==> config.mk <==
export PLATFORM = sky130hd
export DESIGN_NAME = rcbp_top
export DESIGN_NICKNAME = d
export VERILOG_FILES = /design/src/pkg/rcbp_pkg.sv /design/src/pkg/rcbp_chk_if.sv /design/src/logic/rcbp_data_reg.sv /design/src/logic/rcbp_par_chk.sv /design/src/logic/rcbp_top.sv
export SDC_FILE = /design/constraint.sdc
export NUM_CORES = 1
export LEC_CHECK = 0
export BUFFER_PORTS_ARGS = -buffer_cell sky130_fd_sc_hd__buf_2
export CORE_AREA = 2 2 74 76
export DETAILED_ROUTE_END_ITERATION = 16
export DIE_AREA = 0 0 76 78
export PLACE_DENSITY = 0.75
export SYNTH_ARGS = -nofsm -noshare
export SYNTH_HDL_FRONTEND = slang
export SYNTH_SLANG_ARGS = --single-unit
==> constraint.sdc <==
create_clock -name SYS_CLK -period 2.6 [get_ports SYS_CLK]
set_clock_uncertainty 0.05 [all_clocks]
set_input_delay 0.78 -clock SYS_CLK [delete_from_list [all_inputs] [get_ports SYS_CLK]]
set_output_delay 0.78 -clock SYS_CLK [all_outputs]
set_load 0.01 [all_outputs]
==> src/pkg/rcbp_pkg.sv <==
package rcbp_pkg;

   // ------------------------------------------------------------
   // widths
   // ------------------------------------------------------------
   localparam int DATA_W = 28;
   localparam int ODT_W = 2;
   localparam int CKE_W = 2;
   localparam int CNT_W = 2;

   // ------------------------------------------------------------
   // layout masks, bit n of the pin numbering sits at index n-1
   // ------------------------------------------------------------
   localparam logic [DATA_W-1:0] LAYOUT0_MASK = 28'h fff0f5f;
   localparam logic [DATA_W-1:0] LAYOUT1_MASK = 28'h faf0fff;

   // ------------------------------------------------------------
   // reset values and timing counts
   // ------------------------------------------------------------
   localparam logic [DATA_W-1:0] DATA_RST = 28'h 0000000;
   localparam logic [ODT_W-1:0] ODT_RST = 2'h 0;
   localparam logic [CKE_W-1:0] CKE_RST = 2'h 0;
   localparam logic ERR_N_RST = 1'h 1;
   localparam logic [CNT_W-1:0] HOLD_CYC = 2'h 2;
   localparam logic [CNT_W-1:0] HOLD_AFTER_ERR = 2'h 1;
   localparam logic [CNT_W-1:0] CNT_ZERO = 2'h 0;

   // ------------------------------------------------------------
   // helpers
   // ------------------------------------------------------------
   function automatic logic [DATA_W-1:0] layout_mask(input logic sel);
      layout_mask = sel ? LAYOUT1_MASK : LAYOUT0_MASK;
   endfunction

endpackage

==> src/pkg/rcbp_chk_if.sv <==
`timescale 1ns/1ps
`default_nettype none

interface rcbp_chk_if;
   logic [rcbp_pkg::DATA_W-1:0] word;
   logic sel_any;
   logic parity_bit;
   logic err_n;
   logic err_oe;

   modport top (output word, output sel_any, output parity_bit, input err_n, input err_oe);
   modport chk (input word, input sel_any, input parity_bit, output err_n, output err_oe);
endinterface

`default_nettype wire

==> src/logic/rcbp_data_reg.sv <==
`timescale 1ns/1ps
`default_nettype none

module rcbp_data_reg (
   // clock and control
   input wire logic clk,
   input wire logic clk_en,
   input wire logic rst,
   // data
   input wire logic [rcbp_pkg::DATA_W-1:0] din,
   input wire logic layout_sel,
   input wire logic hold,
   output logic [rcbp_pkg::DATA_W-1:0] q
);

   typedef struct packed {
      logic [rcbp_pkg::DATA_W-1:0] q;
   } rcbp_dreg_s;

   rcbp_dreg_s state_reg;
   rcbp_dreg_s state_next;

   // ------------------------------------------------------------
   // capture
   // ------------------------------------------------------------
   always_comb begin
      state_next = state_reg;
      if (rst) begin
         state_next.q = rcbp_pkg::DATA_RST;
      end else if (!hold) begin
         // unused lanes forced low so they never toggle on the bus
         state_next.q = din & rcbp_pkg::layout_mask(layout_sel);
      end
      // hold keeps the old word
   end

   always_ff @(posedge clk) begin
      if (clk_en) begin
         state_reg <= state_next;
      end
   end

   assign q = state_reg.q;

endmodule

`default_nettype wire

==> src/logic/rcbp_par_chk.sv <==
`timescale 1ns/1ps
`default_nettype none

module rcbp_par_chk (
   // clock and control
   input wire logic clk,
   input wire logic clk_en,
   input wire logic rst,
   // link to the command path
   rcbp_chk_if.chk chk
);

   typedef struct packed {
      logic dpar;
      logic en1;
      logic en2;
      logic mism;
      logic err_n;
      logic err_oe;
      logic [rcbp_pkg::CNT_W-1:0] cnt;
   } rcbp_chk_s;

   rcbp_chk_s state_reg;
   rcbp_chk_s state_next;

   // ------------------------------------------------------------
   // three stage check: data word, late parity bit, error flag
   // ------------------------------------------------------------
   always_comb begin
      state_next = state_reg;
      if (rst) begin
         state_next.dpar = 1'b0;
         state_next.en1 = 1'b0;
         state_next.en2 = 1'b0;
         state_next.mism = 1'b0;
         state_next.err_n = rcbp_pkg::ERR_N_RST;
         state_next.err_oe = 1'b0;
         state_next.cnt = rcbp_pkg::CNT_ZERO;
      end else begin
         state_next.dpar = ^chk.word;
         state_next.en1 = chk.sel_any;
         // parity bit comes one edge after its data word
         state_next.mism = state_reg.dpar ^ chk.parity_bit;
         state_next.en2 = state_reg.en1;
         if (state_reg.en2 && state_reg.mism) begin
            state_next.err_n = 1'b0;
            state_next.cnt = rcbp_pkg::HOLD_AFTER_ERR;
         end else if (!state_reg.en2) begin
            // all selects high: flag frozen, a pending low is stretched
            if (!state_reg.err_n) begin
               state_next.cnt = rcbp_pkg::HOLD_CYC;
            end
         end else if (state_reg.cnt != rcbp_pkg::CNT_ZERO) begin
            state_next.err_n = 1'b0;
            state_next.cnt = state_reg.cnt - 2'h1;
         end else begin
            state_next.err_n = 1'b1;
         end
         state_next.err_oe = ~state_next.err_n;
      end
   end

   always_ff @(posedge clk) begin
      if (clk_en) begin
         state_reg <= state_next;
      end
   end

   assign chk.err_n = state_reg.err_n;
   assign chk.err_oe = state_reg.err_oe;

endmodule

`default_nettype wire

==> src/logic/rcbp_top.sv <==
`timescale 1ns/1ps
`default_nettype none

module rcbp_top (
   // clock and control
   input wire logic SYS_CLK,
   input wire logic RST,
   input wire logic CLK_EN,
   // configuration
   input wire logic LAYOUT_SEL,
   input wire logic SELECT_GATE_ENABLE,
   // command inputs
   input wire logic [rcbp_pkg::DATA_W-1:0] BUFFERED_IN,
   input wire logic [rcbp_pkg::ODT_W-1:0] TERMINATION_IN,
   input wire logic [rcbp_pkg::CKE_W-1:0] CLK_ENABLE_IN,
   input wire logic RANK_SELECT_ZERO_N,
   input wire logic RANK_SELECT_ONE_N,
   input wire logic RANK_SELECT_TWO_N,
   input wire logic RANK_SELECT_THREE_N,
   input wire logic PARITY_BIT_IN,
   // copy a outputs
   output logic [rcbp_pkg::DATA_W-1:0] BUFFERED_OUT_A,
   output logic [rcbp_pkg::ODT_W-1:0] TERMINATION_OUT_A,
   output logic [rcbp_pkg::CKE_W-1:0] CLK_ENABLE_OUT_A,
   output logic REDRIVEN_SELECT_ZERO_A,
   output logic REDRIVEN_SELECT_ONE_A,
   // copy b outputs
   output logic [rcbp_pkg::DATA_W-1:0] BUFFERED_OUT_B,
   output logic [rcbp_pkg::ODT_W-1:0] TERMINATION_OUT_B,
   output logic [rcbp_pkg::CKE_W-1:0] CLK_ENABLE_OUT_B,
   output logic REDRIVEN_SELECT_ZERO_B,
   output logic REDRIVEN_SELECT_ONE_B,
   // status
   output logic PARITY_ERROR_N,
   output logic PARITY_ERROR_OE,
   output logic LOW_POWER_STATE
);

   typedef struct packed {
      logic [rcbp_pkg::ODT_W-1:0] odt;
      logic [rcbp_pkg::CKE_W-1:0] cke;
      logic cs0;
      logic cs1;
      logic low_power_state;
   } rcbp_ctl_s;

   rcbp_ctl_s state_reg;
   rcbp_ctl_s state_next;
   logic sel_any;
   logic data_hold;
   logic [rcbp_pkg::DATA_W-1:0] data_q;

   rcbp_chk_if chk_if ();

   // ------------------------------------------------------------
   // select decode
   // ------------------------------------------------------------
   assign sel_any = ~(RANK_SELECT_ZERO_N & RANK_SELECT_ONE_N
                     & RANK_SELECT_TWO_N & RANK_SELECT_THREE_N);
   assign data_hold = SELECT_GATE_ENABLE & ~sel_any;

   // ------------------------------------------------------------
   // unconditional control lanes
   // ------------------------------------------------------------
   always_comb begin
      state_next = state_reg;
      if (RST) begin
         state_next.odt = rcbp_pkg::ODT_RST;
         state_next.cke = rcbp_pkg::CKE_RST;
         state_next.cs0 = 1'b0;
         state_next.cs1 = 1'b0;
         state_next.low_power_state = 1'b0;
      end else begin
         // these never gate, the dram needs them in low-power mode
         state_next.odt = TERMINATION_IN;
         state_next.cke = CLK_ENABLE_IN;
         state_next.cs0 = RANK_SELECT_ZERO_N;
         state_next.cs1 = RANK_SELECT_ONE_N;
         state_next.low_power_state = data_hold;
      end
   end

   always_ff @(posedge SYS_CLK) begin
      if (CLK_EN) begin
         state_reg <= state_next;
      end
   end

   // ------------------------------------------------------------
   // data path and parity check
   // ------------------------------------------------------------
   rcbp_data_reg u_data (
      .clk(SYS_CLK),
      .clk_en(CLK_EN),
      .rst(RST),
      .din(BUFFERED_IN),
      .layout_sel(LAYOUT_SEL),
      .hold(data_hold),
      .q(data_q)
   );

   // parity uses the masked raw word, not the held output
   assign chk_if.word = BUFFERED_IN & rcbp_pkg::layout_mask(LAYOUT_SEL);
   assign chk_if.sel_any = sel_any;
   assign chk_if.parity_bit = PARITY_BIT_IN;

   rcbp_par_chk u_chk (
      .clk(SYS_CLK),
      .clk_en(CLK_EN),
      .rst(RST),
      .chk(chk_if)
   );

   // ------------------------------------------------------------
   // outputs, both copies from the same flops
   // ------------------------------------------------------------
   assign BUFFERED_OUT_A = data_q;
   assign BUFFERED_OUT_B = data_q;
   assign TERMINATION_OUT_A = state_reg.odt;
   assign TERMINATION_OUT_B = state_reg.odt;
   assign CLK_ENABLE_OUT_A = state_reg.cke;
   assign CLK_ENABLE_OUT_B = state_reg.cke;
   assign REDRIVEN_SELECT_ZERO_A = state_reg.cs0;
   assign REDRIVEN_SELECT_ZERO_B = state_reg.cs0;
   assign REDRIVEN_SELECT_ONE_A = state_reg.cs1;
   assign REDRIVEN_SELECT_ONE_B = state_reg.cs1;
   assign PARITY_ERROR_N = chk_if.err_n;
   assign PARITY_ERROR_OE = chk_if.err_oe;
   assign LOW_POWER_STATE = state_reg.low_power_state;

endmodule

`default_nettype wire

==> metrics.cfg <==
[cells_and_area]
insertedDiodeCount = 0
largest_reg_flops = 24
finalNonFillerCells = 301
syn_to_final_growth_pct = 20.5
nNetsFinal = 273
drive_gt1_frac = 0.472

[clocking]
clkTransAtPathRegs_ps = 70
tritoncts = done
cts_made_buffers = 5
holdBufCountCts = 0
clk_latency_ps = 270
clkSinkCount = 39
clock_path_buffers = 2
cts_root_buf = clkbuf_8
cts_resized = 0
h-tree-depth = 2
post-cts-setup-buffers = 0

[flow_run]
max_cap_viol_count = 0

[sta]
fin_tns_setup_ps = 0
final.period_utilization = 0.819
clock.fmax_ghz = 0.469
grt_setup_unrepaired = no
slew_viol_final = 0
slew_headroom = 0.214
worst_pin_slew_ps = 1170
setup_viol = 0
finalHoldViolations = 0
min_period_ps = 2130

[placement]
gp_congestion = 0.720
place_inst = 293
hpwl_mm = 2.63
portBuffers = 100

[setup_path]
cp.arrival_ps = 1970
crit_chain = buf_2 -> nand4_1 -> nor3b_1 -> nor2b_2
max_stage_delay_ps = 900
r2r_end = u_chk.state_reg[0]$_SDFFCE_PP0P_
slowest_stage = nor2b_2
path_class = input port to flip-flop
worstSetupStartpointType = input port
crit_family = simple AND/OR/NAND/NOR gates
crit_fanout = 24
path_buf_inv = 1
r2r_cells = 5
regToRegSetupSlack_ps = 1160
reg2reg_from = u_chk.state_reg[0]$_SDFFCE_PP0P_
crit_required_ps = 2440
crit_path_end_kind = flip-flop

[worst_hold_path]
worstHoldPathType = flip-flop to flip-flop
hp-start = u_chk.state_reg[6]$_SDFFCE_PP0P_
hold_depth = 1
min_to = u_chk.state_reg[5]$_SDFFCE_PP0P_

[synth]
ys_seq_area_frac = 0.584
synth-seq-cells = 39
avgSynthCellArea_um2 = 12.8
ys_warn_count = 0
synth_area_um2 = 2000
ys_types = 21
syn_inst = 156

[grt]
grt_use_total = 0.120
grt_pass1_vias = 1258
grt_pass1_wl_mm = 5.60
antenna_found_initial = 0
grt_max_degree = 39
overflow = 0

[floorplan]
die-area_um2 = 5930
initial_core_util = 0.398
rows = 26
boundaryPins = 113
fp.dieW_um = 76
coreArea_um2 = 5040
die_h_um = 78

[drt]
wl_per_cell_um = 11.1
vias_per_cell = 4.11
num_vias = 1238
drcViolationCount = 0
detail-route-antenna-nets = 0
drtIter0Drc = 17
firstDrtPassIters = 4
drt_wl_total_mm = 3.36

[pwr]
peakVddDrop_mv = 0.276
power.leakage_nw = 1.05
p_per_area_nw_per_um2 = 605

[outcome]
status = complete, no violations

layout by cell type (no fill, tap or decap):
master    count
a211oi_1      1
a21oi_1       1
and3_1        1
and3b_1       2
buf_2       100
buf_4         2
clkbuf_1      1
clkbuf_8      5
clkinv_1      2
conb_1        8
edfxtp_1     39
ha_1          1
inv_1         5
mux2i_1       1
nand2b_1      1
nand4_1       1
nor2_1        5
nor2b_1      27
nor2b_2       2
nor3b_1       3
o21a_1        1
xnor2_1      19
xnor3_1       1
xor2_1        2
how the worst max path moves through the flow:
| stage | from | endpoint | slack (ps) | cells past startpoint |
|---|---|---|---|---|
| finish | RANK_SELECT_ZERO_N | u_data.q[7]$_SDFFCE_PP0P_ | 470 | 4 |
| global route | RANK_SELECT_TWO_N | u_data.q[25]$_SDFFCE_PP0P_ | 330 | 4 |
| CTS | RANK_SELECT_TWO_N | u_data.q[0]$_SDFFCE_PP0P_ | 410 | 4 |
| detailed placement | RANK_SELECT_TWO_N | u_data.q[20]$_SDFFCE_PP0P_ | 150 | 4 |
| global placement | RANK_SELECT_ZERO_N | u_data.q[22]$_SDFFCE_PP0P_ | 180 | 4 |
| floorplan | RST | u_data.q[0]$_SDFFCE_PP0P_ | 370 | 3 |
metrics by stage:
step | power (W) | hold slack (ps) | instance area (µm²) | utilization | setup slack, ps
final | 0.00146 | 487 | 2420 | 0.479 | 470
after floorplan | 0.00103 | 459 | 2030 | - | 370
after global placement | 0.00110 | 469 | 2340 | 0.463 | 181
after detailed placement | 0.00111 | 472 | 2340 | 0.463 | 147
after global routing | 0.00154 | 508 | 2420 | 0.479 | 327
after CTS | 0.00149 | 489 | 2420 | 0.479 | 406
layer usage:
metal / part of all wire / vias to the layer above / global-route usage / wire length (µm)
li1: - / 613 / - / -
met1: 0.37 / 565 / 0.127 / 1250
met2: 0.55 / 56 / 0.226 / 1860
met3: 0.061 / 4 / 0.0326 / 205
met4: 0.013 / 0 / 0.0491 / 45
met5: 0 / - / 0 / 0
kinds of logic after synthesis:
group | after synthesis | share of synthesized area
multiplexers | 1 | 0.00499
buffers and inverters | 47 | 0.159
AO/OA/AOI/OAI | 3 | 0.00999
other | 1 | 0.00187
adder cells (fa/ha/maj) | 1 | 0.00624
XOR/XNOR | 22 | 0.103
flip-flops | 39 | 0.584
AND/OR/NAND/NOR | 42 | 0.130
where the power goes:
part / internal, W / switching (W) / total [W]
Sequential: 0.000758 / 0.0000215 / 0.000779
Clock: 0.000183 / 0.000187 / 0.000370
Combinational: 0.000156 / 0.000156 / 0.000312
area by class of cell:
type / count / area [µm²]
clock buffer: 6 / 72.6
clock inverter: 2 / 7.51
fill: 474 / 2630
inverter: 5 / 18.8
multi-input combinational: 77 / 543
sequential: 39 / 1170
tap: 70 / 87.6
timing repair buffer: 102 / 515
cell usage after synthesis:
library cell | instances | area share
nor3b_1 | 3 | 0.011
o21a_1 | 1 | 0.0037
a21oi_1 | 1 | 0.0025
xor2_1 | 2 | 0.0087
and3_1 | 1 | 0.0031
nand4_1 | 1 | 0.0031
inv_1 | 5 | 0.0094
mux2i_1 | 1 | 0.0050
conb_1 | 1 | 0.0019
ha_1 | 1 | 0.0062
xnor2_1 | 19 | 0.083
a211oi_1 | 1 | 0.0037
buf_4 | 38 | 0.14
nor2_1 | 5 | 0.0094
nor2b_1 | 28 | 0.087
xnor3_1 | 1 | 0.011
nor2b_2 | 1 | 0.0044
clkbuf_1 | 4 | 0.0075
and3b_1 | 2 | 0.0087
edfxtp_1 | 39 | 0.58
nand2b_1 | 1 | 0.0031
(Power assumes the default switching activity.)
